## src/logic/ipsc_defs.vh

```
// constants of the interrupt pin and sensor configuration block
// assumes a 10 MHz core clock and byte-wide register access
`ifndef IPSC_DEFS_VH
`define IPSC_DEFS_VH

`define IPSC_SENSOR_CONFIG_FIVE_ADDR 8'h19
`define IPSC_IRQ_PIN_CONFIG_ADDR 8'h20
`define IPSC_CFG5_RESET 8'h00
`define IPSC_CFG5_MASK 8'h1F
`define IPSC_BIT_MAG_EN 4
`define IPSC_BIT_X_SKIP 3
`define IPSC_BIT_Y_SKIP 2
`define IPSC_BIT_Z_SKIP 1
`define IPSC_BIT_DEEP_OFF 0
`define IPSC_BIT_DRIVER_TYPE 1
`define IPSC_BIT_POLARITY 0
`define IPSC_DRIVER_TYPE_RESET 1'b0
`define IPSC_POLARITY_RESET 1'b1

// data addresses walked by auto-increment reads
`define IPSC_X_LOW_ADDR 8'h04
`define IPSC_Y_LOW_ADDR 8'h06
`define IPSC_Z_LOW_ADDR 8'h08
`define IPSC_MAG_LOW_ADDR 8'h0A

`define IPSC_CLOCK_MHZ 10
`define IPSC_FIRST_BOOT_WAIT_US 1000
`define IPSC_SECOND_BOOT_WAIT_US 1000

`endif

```

## src/logic/ipsc_irq_pin_and_sensor_config.v

```verilog
// interrupt pin drivers, sensor config five, deep-off sequencing
// assumes register writes come from the serial engine on the same clock
`timescale 1ns/1ns
`include "ipsc_defs.vh"

module ipsc_irq_pin_and_sensor_config #(
	parameter FIRST_BOOT_CYCLES =
		`IPSC_FIRST_BOOT_WAIT_US * `IPSC_CLOCK_MHZ,
	parameter SECOND_BOOT_CYCLES =
		`IPSC_SECOND_BOOT_WAIT_US * `IPSC_CLOCK_MHZ
) (
	input wire clock,
	input wire reset,
	input wire soft_reset,
	input wire boot_strap_level,
	input wire cs_wake_pin,
	input wire motion_level_pin,
	input wire [7:0] reg_addr,
	input wire reg_wr_en,
	input wire [7:0] reg_wr_data,
	output reg [7:0] reg_rd_data,
	input wire [1:0] irq_event,
	output reg [1:0] irq_pin_out,
	output reg [1:0] irq_pin_oe_n,
	input wire odr_tick,
	input wire [11:0] x_data,
	input wire [11:0] y_data,
	input wire [11:0] z_data,
	output reg [11:0] magnitude_result,
	output reg magnitude_valid,
	input wire change_detect_mode,
	output reg [11:0] change_detect_src,
	input wire autoinc_load,
	input wire autoinc_step,
	input wire [7:0] autoinc_start,
	output reg [7:0] autoinc_ptr,
	input wire ext_trigger,
	input wire [7:0] decimation_count,
	input wire measure_done,
	output reg measure_req,
	input wire sleep_state,
	input wire [1:0] wake_power_mode,
	input wire [1:0] sleep_power_mode,
	output reg [1:0] active_power_mode,
	output reg device_powered,
	output reg device_ready,
	output reg motion_detect_active
);
	localparam ST_ON = 3'b001;
	localparam ST_OFF = 3'b010;
	localparam ST_BOOT = 3'b100;

	reg [2:0] strap_sync;
	reg [2:0] wake_sync;
	reg [2:0] motion_sync;
	reg strap_f;
	reg wake_f;
	reg motion_f;
	reg [2:0] state;
	reg [31:0] boot_count;
	reg wake_level_at_entry;
	reg [7:0] cfg5;
	reg irq_driver_type_sel;
	reg irq_polarity_sel;
	reg [25:0] mag_sum;
	reg [12:0] mag_root;
	reg [3:0] mag_bit;
	reg mag_busy;
	reg [7:0] acq_left;
	wire magnitude_calc_en = cfg5[`IPSC_BIT_MAG_EN];
	wire x_axis_skip = cfg5[`IPSC_BIT_X_SKIP];
	wire y_axis_skip = cfg5[`IPSC_BIT_Y_SKIP];
	wire z_axis_skip = cfg5[`IPSC_BIT_Z_SKIP];
	wire on = (state == ST_ON);
	wire cfg5_wr = on && reg_wr_en &&
		reg_addr == `IPSC_SENSOR_CONFIG_FIVE_ADDR;
	wire pin_wr = on && reg_wr_en && reg_addr == `IPSC_IRQ_PIN_CONFIG_ADDR;
	wire deep_off_cmd = cfg5_wr && !strap_f &&
		reg_wr_data[`IPSC_BIT_DEEP_OFF];
	wire motion_off = on && strap_f && !motion_f;
	wire [11:0] ax = x_data[11] ? (~x_data + 12'h001) : x_data;
	wire [11:0] ay = y_data[11] ? (~y_data + 12'h001) : y_data;
	wire [11:0] az = z_data[11] ? (~z_data + 12'h001) : z_data;
	wire [23:0] sq_x = {12'h000, ax} * {12'h000, ax};
	wire [23:0] sq_y = {12'h000, ay} * {12'h000, ay};
	wire [23:0] sq_z = {12'h000, az} * {12'h000, az};
	wire [25:0] sum_sq = {2'b00, sq_x} + {2'b00, sq_y} + {2'b00, sq_z};
	wire [12:0] trial_root = mag_root | (13'h0001 << mag_bit);
	wire [25:0] trial_sq = trial_root * trial_root;

	// skip the pairs that are switched off; at most four pairs in a row
	function [7:0] next_addr;
		input [7:0] a;
		input xs;
		input ys;
		input zs;
		input me;
		integer i;
		reg [7:0] n;
		begin
			n = a + 8'h01;
			for (i = 0; i < 4; i = i + 1) begin
				if (xs && {n[7:1], 1'b0} == `IPSC_X_LOW_ADDR)
					n = n + 8'h02;
				else if (ys && {n[7:1], 1'b0} == `IPSC_Y_LOW_ADDR)
					n = n + 8'h02;
				else if (zs && {n[7:1], 1'b0} == `IPSC_Z_LOW_ADDR)
					n = n + 8'h02;
				else if (!me && {n[7:1], 1'b0} == `IPSC_MAG_LOW_ADDR)
					n = n + 8'h02;
			end
			next_addr = n;
		end
	endfunction

	// pins settle as soon as the second and third stages agree
	always @(posedge clock) begin
		if (reset) begin
			strap_sync <= 3'b000;
			wake_sync <= 3'b000;
			motion_sync <= 3'b000;
			strap_f <= 1'b0;
			wake_f <= 1'b0;
			motion_f <= 1'b0;
		end else begin
			strap_sync <= {strap_sync[1:0], boot_strap_level};
			wake_sync <= {wake_sync[1:0], cs_wake_pin};
			motion_sync <= {motion_sync[1:0], motion_level_pin};
			if (strap_sync[1] == strap_sync[2])
				strap_f <= strap_sync[2];
			if (wake_sync[1] == wake_sync[2])
				wake_f <= wake_sync[2];
			if (motion_sync[1] == motion_sync[2])
				motion_f <= motion_sync[2];
		end
	end

	always @(posedge clock) begin
		if (reset) begin
			state <= ST_ON;
			boot_count <= 32'h0000_0000;
			wake_level_at_entry <= 1'b0;
		end else begin
			case (state)
			ST_ON: begin
				if (deep_off_cmd) begin
					state <= ST_OFF;
					wake_level_at_entry <= wake_f;
				end else if (motion_off) begin
					state <= ST_OFF;
				end
			end
			ST_OFF: begin
				if (!strap_f && wake_f != wake_level_at_entry) begin
					state <= ST_BOOT;
					boot_count <= FIRST_BOOT_CYCLES;
				end else if (strap_f && motion_f) begin
					state <= ST_BOOT;
					boot_count <= SECOND_BOOT_CYCLES;
				end
			end
			ST_BOOT: begin
				if (boot_count <= 32'h0000_0001)
					state <= ST_ON;
				boot_count <= boot_count - 32'h0000_0001;
			end
			default: state <= ST_ON;
			endcase
		end
	end

	// soft reset spares the pin settings; deep-off does not
	always @(posedge clock) begin
		if (reset || state != ST_ON) begin
			irq_driver_type_sel <= `IPSC_DRIVER_TYPE_RESET;
			irq_polarity_sel <= `IPSC_POLARITY_RESET;
		end else if (pin_wr) begin
			irq_driver_type_sel <= reg_wr_data[`IPSC_BIT_DRIVER_TYPE];
			irq_polarity_sel <= reg_wr_data[`IPSC_BIT_POLARITY];
		end
	end

	always @(posedge clock) begin
		if (reset || soft_reset || state != ST_ON)
			cfg5 <= `IPSC_CFG5_RESET;
		else if (cfg5_wr)
			cfg5 <= reg_wr_data & `IPSC_CFG5_MASK;
	end

	always @(posedge clock) begin
		if (reset)
			reg_rd_data <= 8'h00;
		else if (reg_addr == `IPSC_SENSOR_CONFIG_FIVE_ADDR)
			reg_rd_data <= cfg5;
		else if (reg_addr == `IPSC_IRQ_PIN_CONFIG_ADDR)
			reg_rd_data <= {6'h00, irq_driver_type_sel, irq_polarity_sel};
		else
			reg_rd_data <= 8'h00;
	end

	// pins are released while powered down so nothing back-drives the host
	always @(posedge clock) begin
		if (reset || state != ST_ON) begin
			irq_pin_out <= 2'b00;
			irq_pin_oe_n <= 2'b11;
		end else if (strap_f) begin
			irq_pin_out <= 2'b00;
			irq_pin_oe_n <= ~irq_event;
		end else if (irq_driver_type_sel) begin
			irq_pin_out <= {2{irq_polarity_sel}};
			irq_pin_oe_n <= ~irq_event;
		end else begin
			irq_pin_out <= irq_event ^ {2{~irq_polarity_sel}};
			irq_pin_oe_n <= 2'b00;
		end
	end

	// bitwise square root, 14 cycles per sample (load plus 13 bit steps); fine at kHz data rates
	always @(posedge clock) begin
		if (reset || state != ST_ON) begin
			mag_sum <= 26'h000_0000;
			mag_root <= 13'h0000;
			mag_bit <= 4'h0;
			mag_busy <= 1'b0;
			magnitude_result <= 12'h000;
			magnitude_valid <= 1'b0;
		end else begin
			magnitude_valid <= 1'b0;
			if (!mag_busy && odr_tick && magnitude_calc_en) begin
				mag_sum <= sum_sq;
				mag_root <= 13'h0000;
				mag_bit <= 4'hC;
				mag_busy <= 1'b1;
			end else if (mag_busy) begin
				if (trial_sq <= mag_sum)
					mag_root <= trial_root;
				if (mag_bit == 4'h0) begin
					mag_busy <= 1'b0;
					magnitude_valid <= 1'b1;
					magnitude_result <= (trial_sq <= mag_sum) ?
						(trial_root[12] ? 12'hFFF : trial_root[11:0]) :
						(mag_root[12] ? 12'hFFF : mag_root[11:0]);
				end else begin
					mag_bit <= mag_bit - 4'h1;
				end
			end
		end
	end

	always @(posedge clock) begin
		if (reset)
			change_detect_src <= 12'h000;
		else if (change_detect_mode)
			change_detect_src <= magnitude_result;
		else
			change_detect_src <= x_data;
	end

	always @(posedge clock) begin
		if (reset)
			autoinc_ptr <= 8'h00;
		else if (autoinc_load)
			autoinc_ptr <= autoinc_start;
		else if (autoinc_step)
			autoinc_ptr <= next_addr(autoinc_ptr, x_axis_skip,
				y_axis_skip, z_axis_skip, magnitude_calc_en);
	end

	// a new trigger while busy is ignored
	always @(posedge clock) begin
		if (reset || state != ST_ON) begin
			acq_left <= 8'h00;
			measure_req <= 1'b0;
		end else if (acq_left == 8'h00) begin
			measure_req <= ext_trigger && decimation_count != 8'h00;
			if (ext_trigger)
				acq_left <= decimation_count;
		end else if (measure_done) begin
			acq_left <= acq_left - 8'h01;
			measure_req <= acq_left != 8'h01;
		end
	end

	always @(posedge clock) begin
		if (reset) begin
			active_power_mode <= 2'b00;
			device_powered <= 1'b0;
			device_ready <= 1'b0;
			motion_detect_active <= 1'b0;
		end else begin
			active_power_mode <= sleep_state ? sleep_power_mode :
				wake_power_mode;
			device_powered <= state != ST_OFF;
			device_ready <= on;
			motion_detect_active <= on && strap_f;
		end
	end
endmodule // ipsc_irq_pin_and_sensor_config
```

## config.mk

```make
export PLATFORM = sky130hd
export DESIGN_NAME = ipsc_irq_pin_and_sensor_config
export DESIGN_NICKNAME = d
export VERILOG_FILES = /design/src/logic/ipsc_irq_pin_and_sensor_config.v
export VERILOG_INCLUDE_DIRS = /design/src /design/src/logic
export SDC_FILE = /design/constraint.sdc
export NUM_CORES = 1
export LEC_CHECK = 0
export ABC_AREA = 1
export BUFFER_PORTS_ARGS = -buffer_cell sky130_fd_sc_hd__buf_2
export CORE_MARGIN = 5
export CORE_UTILIZATION = 60
export DETAILED_ROUTE_END_ITERATION = 10
export GPL_ROUTABILITY_DRIVEN = 0
export HOLD_SLACK_MARGIN = 0.03
export PLACE_DENSITY = 0.81
export SLEW_MARGIN = 10
export SYNTH_ARGS = -nofsm -noshare
export SYNTH_HDL_FRONTEND = slang
export SYNTH_SLANG_ARGS = --single-unit
```

## constraint.sdc

```tcl
create_clock -name clock -period 11.5 [get_ports clock]
set_input_delay 0 -clock clock [delete_from_list [all_inputs] [get_ports clock]]
set_output_delay 0 -clock clock [all_outputs]
set_load 0.1 [all_outputs]
```

==> flow_metrics.py, run 1 <==
metrics = {
    "clock_tree": {
        "ctsResizeCount": 0,
        "cts.sinks": 155,
        "root_buffer": "clkbuf_16",
        "post_cts_buffers": 0,
        "cts_buffer_depth": 2,
        "cts_hold_buf": 72,
        "htreeDepth": 4,
        "clkSlewWorstSetupHoldPaths_ns": 0.07,
        "clock_latency_ns": 0.45,
        "cts_tree": "done",
        "numCtsBuffers": 17,
    },
    "global_routing": {
        "grtUsageMet1_pct": 33.4,
        "grt_busiest_layer": "met2",
        "grt_pass1_wl_mm": 104,
        "grt_util_met2_pct": 48.2,
        "grt_use_met3_pct": 3.23,
        "grt_pass1_vias": 22197,
        "grt_max_degree": 46,
        "grt_overflow_total": 0,
        "track_usage_pct": 27.0,
        "antenna_found_initial": 0,
    },
    "route": {
        "routed_wirelength_mm": 60.9,
        "drtIter0Drc": 1510,
        "wl_per_cell_um": 15.7,
        "via_per_inst": 5.34,
        "drc": 0,
        "detail-route-antenna-nets": 0,
        "firstDrtPassIters": 5,
        "num_vias": 20792,
    },
    "synthesis": {
        "ys_types": 63,
        "synth.largest_area_cell": "fa_1",
        "yosysTopAreaCellShare_pct": 33.7,
        "syn_inst": 3136,
        "syn-cell-area_um2": 25000,
        "synth_warnings": 0,
        "avgSynthCellArea_um2": 7.97,
        "ys_seq_area_share_pct": 12.4,
        "ys_ff_latch": 155,
        "synthArstFlopShare_pct": 0,
        "yosysMostFrequentCell": "inv_1",
        "yosys-top-cells-count": "939 x inv_1, 421 x fa_1, 419 x nand2_1",
        "synth_edf_count": 0,
        "synthTopCellsByArea": "fa_1 34%, inv_1 14%, ha_1 14%",
        "synth_top_flop_cell": "dfxtp_1",
    },
    "hold_path": {
        "hold_path_class": "primary input to register",
    },
    "timing": {
        "fmax_mhz": 108,
        "hold_slack_ns": 0.132,
        "post-route-min-period_ns": 9.29,
        "fin_skew_ns": 0.0126,
        "rsz0062_at_grt": "no",
        "setup_viol": 0,
        "fin_setup_tns_ns": 0,
        "hold_viol": 0,
        "slew_violations": 0,
        "fin_crit_sh_pct": 80.8,
        "slew_headroom_pct": 29.2,
        "tightest_slew_ns": 1.06,
    },
    "setup_path": {
        "crit_arrival_ns": 9.63,
        "cp_slowest_cell": "dlygate4sd3_1",
        "worstSetupPathType": "primary input to register",
        "required_ns": 11.84,
        "path_delay_family": "adder cells",
        "worst-path-buf-inv": 16,
        "crit_path_frequent_cell": "inv_1",
        "critPathMaxFanout": 6,
        "start_kind": "primary input",
        "critPathMaxStageDelay_ns": 0.55,
        "cp-end-kind": "register",
    },
    "place": {
        "placement.io_buffers": 132,
        "dp_hpwl_mm": 50.2,
    },
    "die": {
        "die_area_um2": 45900,
        "rows": 74,
        "die_x_um": 214,
        "io_pins": 139,
        "die_h_um": 214,
        "core_area_um2": 41000,
        "initial_core_util_pct": 61.0,
    },
    "final_layout": {
        "drive_gt1_share_pct": 7.03,
        "fill_cells": 3142,
        "utilization_pct": 67.3,
        "multi_input_area_um2": 18200,
        "syn2layout_area_growth_pct": 10.5,
        "seq_area_um2": 3100,
        "finalNetCount": 4126,
        "antenna_cells": 0,
    },
    "job": {
        "drv_cap": 0,
    },
    "outcome": {
        "outcome": "finished clean",
    },
}
## cell usage in the layout (no fill, tap or decap), types with 7 or more instances in the layout
cell / count
nand4_1: 17
a21oi_1: 138
o21a_1: 7
buf_2: 132
nor4_1: 14
clkinv_1: 13
or2_2: 13
xnor2_1: 18
xor2_1: 40
fa_1: 421
nand2_1: 419
a22oi_1: 7
ha_1: 271
dlygate4sd3_1: 72
nand3_1: 56
inv_1: 939
nor3_1: 25
dfxtp_1: 155
buf_4: 11
nand2_2: 10
o22ai_1: 11
conb_1: 26
clkbuf_16: 17
nor2_1: 274
a211oi_1: 18
o21bai_1: 7
o21ai_0: 111
inv_2: 8
a31oi_1: 10
## worst min-delay path: cells and delay by family
| family | cells | cell delay, ns |
|---|---|---|
| buffers and inverters | 1 | 0.18 |
| adder cells (fa/ha/maj) | 1 | 0.23 |
| AO/OA/AOI/OAI | 1 | 0.13 |
## layer usage
metal | part of all wire, % | up-vias
li1 | - | 9729
met1 | 40 | 9979
met2 | 50 | 843
met3 | 5.8 | 241
met4 | 4.6 | 0
met5 | 0 | -
## kinds of logic (layout without fill, tap and decap cells)
group	after synthesis	after routing	share of synthesized area, %
xor+xnor	60	60	2.16
simple gates	862	862	14.7
buf+inv	1008	1207	15.2
other cells	2	26	0.0300
fa+ha+maj	692	692	47.3
mux	1	1	0.0450
compound gates	356	356	8.17
flops	155	155	12.4
## sequential cells by signal (all words and copies together) (netlist names), 2 cells and up
name and cells:
strap_sync 3, active_power_mode 2, motion_sync 3, autoinc_ptr 8, cfg5 5, mag_sum 26
boot_count 32, magnitude_result 12, state 3, reg_rd_data 5, mag_root 13, wake_sync 3
change_detect_src 12, irq_pin_out 2, irq_pin_oe_n 2, acq_left 8, mag_bit 4
## cell type report
class                      count  area share [%]
clock buffer                  17            1.54
clock inverter                15           0.593
inverter                     960            13.0
multi-input combinational   1997            65.9
sequential                   155            11.2
tap                          532            2.41
timing repair buffer         215            5.30
## final timing paths
check	slack, ns	end	startpoint	cells past startpoint
max	2.21	mag_sum[24]	x_data[3]	46
min	0.13	mag_sum[0]	x_data[0]	3
max reg2reg	2.58	mag_root[3]	mag_bit[0]	42
min reg2reg	0.45	strap_sync[1]	strap_sync[0]	2
## stage by stage
| step | worst slack [ns] | instance area [um^2] | std cells |
|---|---|---|---|
| 6_report | 2.21 | 27600 | 3891 |
| 4_1_cts | 2.31 | 27600 | 3891 |
| 5_1_grt | 1.57 | 27600 | 3891 |
| 3_3_place_gp | 2.31 | 26300 | 3787 |
| 2_1_floorplan | 3.40 | 25100 | 3160 |
| 3_5_place_dp | 2.12 | 26300 | 3787 |
Power of run 1 is not shown: default switching activity piles up to over one toggle a cycle in this logic, so the estimate is an artifact.
==> run 2, diff against run 1 <==
--- a/config.mk
+++ b/config.mk
@@ -9,7 +9,7 @@
 export ABC_AREA = 1
 export BUFFER_PORTS_ARGS = -buffer_cell sky130_fd_sc_hd__buf_2
 export CORE_MARGIN = 5
-export CORE_UTILIZATION = 60
+export CORE_UTILIZATION = 58
 export DETAILED_ROUTE_END_ITERATION = 10
 export GPL_ROUTABILITY_DRIVEN = 0
 export HOLD_SLACK_MARGIN = 0.03
==> constraint.sdc (replaced) <==
create_clock -name clock -period 8.5 [get_ports clock]
set_input_delay 0 -clock clock [delete_from_list [all_inputs] [get_ports clock]]
set_output_delay 0 -clock clock [all_outputs]
set_load 0.1 [all_outputs]
==> flow_metrics.py, run 2 (synthesized netlist as in run 1, its figures left out) <==
metrics = {
    "setup_path": {
        "start_kind": "primary input",
        "cp_slowest_cell": "fa_1",
        "crit_path_frequent_cell": "fa_1",
        "critPathMaxFanout": 7,
        "critPathMaxStageDelay_ns": 0.58,
        "worstSetupPathType": "primary input to register",
        "required_ns": 8.83,
        "crit_arrival_ns": 8.29,
        "cp-end-kind": "register",
    },
    "die": {
        "die_h_um": 218,
        "die_x_um": 218,
        "initial_core_util_pct": 58.3,
        "die_area_um2": 47400,
        "rows": 76,
        "io_pins": 139,
        "core_area_um2": 42900,
    },
    "clock_tree": {
        "numCtsBuffers": 17,
        "root_buffer": "clkbuf_16",
        "cts_buffer_depth": 2,
        "cts_tree": "done",
        "htreeDepth": 4,
        "clock_latency_ns": 0.44,
        "cts.sinks": 155,
        "clkSlewWorstSetupHoldPaths_ns": 0.07,
    },
    "route": {
        "routed_wirelength_mm": 58.5,
        "wl_met1_mm": 23.2,
        "top_layer_used": "met4",
        "wl_per_cell_um": 14.6,
        "num_vias": 20571,
        "detail-route-antenna-nets": 0,
        "drc": 0,
        "firstDrtPassIters": 5,
        "via_per_inst": 5.14,
        "drtIter0Drc": 1650,
        "met2_length_mm": 29.8,
        "wl_met3_mm": 3.92,
    },
    "final_layout": {
        "drive_gt1_share_pct": 9.70,
        "fill_cells": 3309,
        "finalNetCount": 4180,
        "final_common_cell": "inv_1",
        "layout_common_cells": "932 x inv_1, 421 x fa_1, 416 x nand2_1",
        "top_regs": "boot_count: 32 flops, mag_sum: 26 flops, mag_root: 13 flops",
        "top_register": "boot_count",
        "largest_reg_flops": 32,
        "syn2layout_area_growth_pct": 12.9,
        "utilization_pct": 65.8,
    },
    "global_routing": {
        "grt_max_degree": 46,
        "grt_pass1_vias": 21465,
        "grt_overflow_total": 0,
        "track_usage_pct": 25.7,
        "antenna_found_initial": 2,
        "grt_pass1_wl_mm": 100,
    },
    "timing": {
        "post-route-min-period_ns": 7.96,
        "slew_headroom_pct": 35.2,
        "fin_setup_tns_ns": 0,
        "fmax_mhz": 126,
        "setup_viol": 0,
        "fin_crit_sh_pct": 93.7,
        "hold_slack_ns": 0.0599,
        "fin_skew_ns": 0.0106,
        "rsz0062_at_grt": "no",
        "tightest_slew_ns": 0.969,
        "slew_violations": 0,
        "hold_viol": 0,
    },
    "place": {
        "placement.io_buffers": 132,
        "dp_hpwl_mm": 47.3,
    },
    "hold_path": {
        "hold_path_class": "primary input to register",
    },
    "job": {
        "drv_cap": 0,
    },
    "outcome": {
        "outcome": "finished clean",
    },
}
## run 2: cell types whose count changed in the layout (fill, tap and decap cells not counted), moves of 5 or more
cell / delta
nor2_1: -9
a21oi_1: -5
buf_4: +60
nor2_2: +7
dlygate4sd3_1: -6
inv_2: +5
a21oi_2: +5
inv_1: -7
## run 2: through the flow
step                instance area (um^2)  worst slack, ns  instances
floorplan                          25100            0.402       3160
global placement                   26800            0.203       3894
detailed placement                 26800           0.0395       3894
CTS                                28000           0.0404       3993
global route                       28200          0.00465       4000
finish                             28200            0.537       4000
## run 2: timing repair
| action | in CTS | in global routing |
|---|---|---|
| gates resized for setup | 0 | 49 |
| hold endpoints to repair | 49 | 0 |
| hold buffers | 67 | 0 |
| setup endpoints to repair | 0 | 23 |
| buffers inserted | 0 | 6 |
## run 2: layout make-up
| class | count | area (um^2) | share of cell area [%] |
|---|---|---|---|
| multi-input combinational | 1997 | 18400 | 65.0 |
| antenna | 2 | 5.00 | 0.0177 |
| timing repair buffer | 269 | 1860 | 6.59 |
| tap | 585 | 732 | 2.59 |
| clock buffer | 19 | 443 | 1.57 |
| inverter | 960 | 3610 | 12.8 |
| sequential | 155 | 3100 | 11.0 |
| clock inverter | 13 | 130 | 0.461 |
## run 2: layer usage
layer / vias up / track usage, %
li1: 9834 / -
met1: 9949 / 33.1
met2: 664 / 45.3
met3: 124 / 4.05
met4: 0 / 6.85
met5: - / 0
## run 2: final timing paths
kind / start / to / slack (ns) / depth (start not counted)
setup / recovery: x_data[5] / mag_sum[25] / 0.54 / 36
hold / removal: autoinc_step / autoinc_ptr[1] / 0.06 / 5
setup reg to reg: mag_bit[1] / magnitude_result[3] / 0.57 / 44
hold reg to reg: strap_sync[0] / strap_sync[1] / 0.40 / 2
## run 2: worst max-delay path, delay by kind of cell
kind / cells / cell delay, ns
AO/OA/AOI/OAI: 9 / 1.39
AND/OR/NAND/NOR: 7 / 0.77
adder cells (fa/ha/maj): 9 / 4.45
buffers and inverters: 9 / 1.32
XOR/XNOR: 2 / 0.33
Power of run 2 is left out for the same reason.
==> run 3, diff against run 2 <==
--- a/config.mk
+++ b/config.mk
@@ -9,11 +9,12 @@
 export ABC_AREA = 1
 export BUFFER_PORTS_ARGS = -buffer_cell sky130_fd_sc_hd__buf_2
 export CORE_MARGIN = 5
-export CORE_UTILIZATION = 58
+export CORE_UTILIZATION = 26
 export DETAILED_ROUTE_END_ITERATION = 10
 export GPL_ROUTABILITY_DRIVEN = 0
 export HOLD_SLACK_MARGIN = 0.03
-export PLACE_DENSITY = 0.81
+export PLACE_DENSITY = 0.44
+export REMOVE_ABC_BUFFERS = 1
 export SLEW_MARGIN = 10
 export SYNTH_ARGS = -nofsm -noshare
 export SYNTH_HDL_FRONTEND = slang
==> constraint.sdc (replaced) <==
create_clock -name clock -period 7.16 [get_ports clock]
set_input_delay 0 -clock clock [delete_from_list [all_inputs] [get_ports clock]]
set_output_delay 0 -clock clock [all_outputs]
set_load 0.1 [all_outputs]
==> flow_metrics.py, run 3 (synthesized netlist as in run 1, its figures left out) <==
metrics = {
    "setup_path": {
        "critPathMaxFanout": 9,
        "crit_arrival_ns": 7.70,
        "crit_path_frequent_cell": "fa_1",
        "cp_slowest_cell": "fa_1",
        "path_delay_family": "adder cells",
        "worst-path-buf-inv": 13,
        "worstSetupPathType": "primary input to register",
        "required_ns": 7.51,
        "cp-end-kind": "register",
        "start_kind": "primary input",
        "critPathMaxStageDelay_ns": 0.58,
    },
    "place": {
        "dp_hpwl_mm": 59.0,
        "pre_cts_ws_ns": -1.23,
        "placement.io_buffers": 132,
    },
    "route": {
        "drc": 0,
        "firstDrtPassIters": 4,
        "num_vias": 20732,
        "detail-route-antenna-nets": 0,
        "wl_per_cell_um": 13.5,
        "routed_wirelength_mm": 68.6,
        "via_per_inst": 4.07,
        "drtIter0Drc": 606,
    },
    "die": {
        "core_area_um2": 95300,
        "die_area_um2": 102000,
        "io_pins": 139,
        "initial_core_util_pct": 26.2,
        "rows": 113,
        "die_x_um": 320,
        "die_h_um": 320,
    },
    "global_routing": {
        "grt_pass1_wl_mm": 114,
        "grt_pass1_vias": 21998,
        "grt_max_degree": 46,
        "grt_overflow_total": 0,
        "antenna_found_initial": 3,
        "track_usage_pct": 13.6,
    },
    "final_layout": {
        "drive_gt1_share_pct": 27.1,
        "finalNetCount": 4598,
        "largest_reg_flops": 32,
        "layout_common_cells": "874 x inv_1, 446 x buf_4, 400 x fa_1",
        "top_register": "boot_count",
        "fill_cells": 10139,
        "final_common_cell": "inv_1",
        "syn2layout_area_growth_pct": 35.3,
        "top_regs": "boot_count: 32 flops, mag_sum: 26 flops, mag_root: 13 flops",
    },
    "clock_tree": {
        "cts.sinks": 155,
        "clock_latency_ns": 0.45,
        "clkSlewWorstSetupHoldPaths_ns": 0.07,
        "cts_buffer_depth": 2,
        "htreeDepth": 4,
        "numCtsBuffers": 17,
        "root_buffer": "clkbuf_16",
        "cts_tree": "done",
    },
    "timing": {
        "setup_viol": 4,
        "fin_skew_ns": 0.00921,
        "hold_viol": 0,
        "slew_headroom_pct": 18.0,
        "fin_ws_ns": -0.190,
        "rsz0062_at_grt": "yes",
        "fin_crit_sh_pct": 103,
        "tightest_slew_ns": 1.23,
        "slew_violations": 0,
        "fmax_mhz": 136,
        "post-route-min-period_ns": 7.35,
    },
    "outcome": {
        "violations": "setup timing",
        "outcome": "complete, but fails checks",
    },
    "hold_path": {
        "hold_path_class": "primary input to register",
    },
    "job": {
        "drv_cap": 0,
    },
}
==> run 3: path summary, 6_finish.rpt <==
kind | startpoint | endpoint | slack, ns | cells after the start
setup / recovery | x_data[0] | mag_sum[25] | -0.19 | 39
hold / removal | x_data[4] | change_detect_src[4] | 0.07 | 4
setup reg to reg | mag_bit[0] | magnitude_result[1] | 0.21 | 37
hold reg to reg | strap_sync[0] | strap_sync[1] | 0.40 | 2
==> run 3: stage by stage <==
| step | hold WS (ns) | instances | TNS [ns] | area [um^2] | util (%) |
|---|---|---|---|---|---|
| after detailed placement | 0.228 | 4928 | -16.98 | 30300 | 31.8 |
| after global placement | 0.221 | 4928 | -17.31 | 30300 | 31.8 |
| final | 0.0686 | 5097 | -0.613 | 33800 | 35.5 |
| after global routing | 0.0804 | 5096 | -5.35 | 33800 | 35.5 |
| after CTS | 0.0364 | 5066 | -0.484 | 32600 | 34.3 |
| after floorplan | 0.0624 | 3112 | -10.42 | 24900 | - |
==> run 3: worst register-to-register path: cells and delay by family, from the launching register on <==
family                     cells  cell delay [ns]
adders and majority gates      8             3.37
xor gates and xnor gates       1             0.15
AOI/OAI and AO/OA              8             1.15
and+or+nand+nor                8             0.68
DFF                            1             0.38
buffers and inverters         12             1.16
==> run 3: timing repair <==
item | CTS | global route
setup buffers | 37 | 33
endpoints found under the setup margin | 26 | 28
hold buffers | 71 | 0
hold endpoints to repair | 48 | 0
cloned | 0 | 0
pin swaps | 106 | 152
resized for setup | 251 | 247
==> run 3: per-layer routing <==
| metal | GRT usage, % | part of all wire (%) | vias up |
|---|---|---|---|
| met5 | 0 | 0 | - |
| met4 | 2.55 | 1.6 | 0 |
| met3 | 1.18 | 1.7 | 55 |
| met2 | 24.0 | 49 | 179 |
| met1 | 18.5 | 48 | 9816 |
| li1 | - | - | 10682 |
==> run 3: final cells by class <==
class | instances | area, um^2 | share of cell area (%)
Multi-Input combinational cell | 1997 | 19700 | 58.3
Timing Repair Buffer | 687 | 5190 | 15.3
Inverter | 960 | 3680 | 10.9
Sequential cell | 155 | 3110 | 9.20
Tap cell | 1265 | 1580 | 4.68
Clock buffer | 22 | 454 | 1.34
Clock inverter | 10 | 95.1 | 0.281
Antenna cell | 1 | 2.50 | 0.00740
Power of run 3 is left out for the same reason.
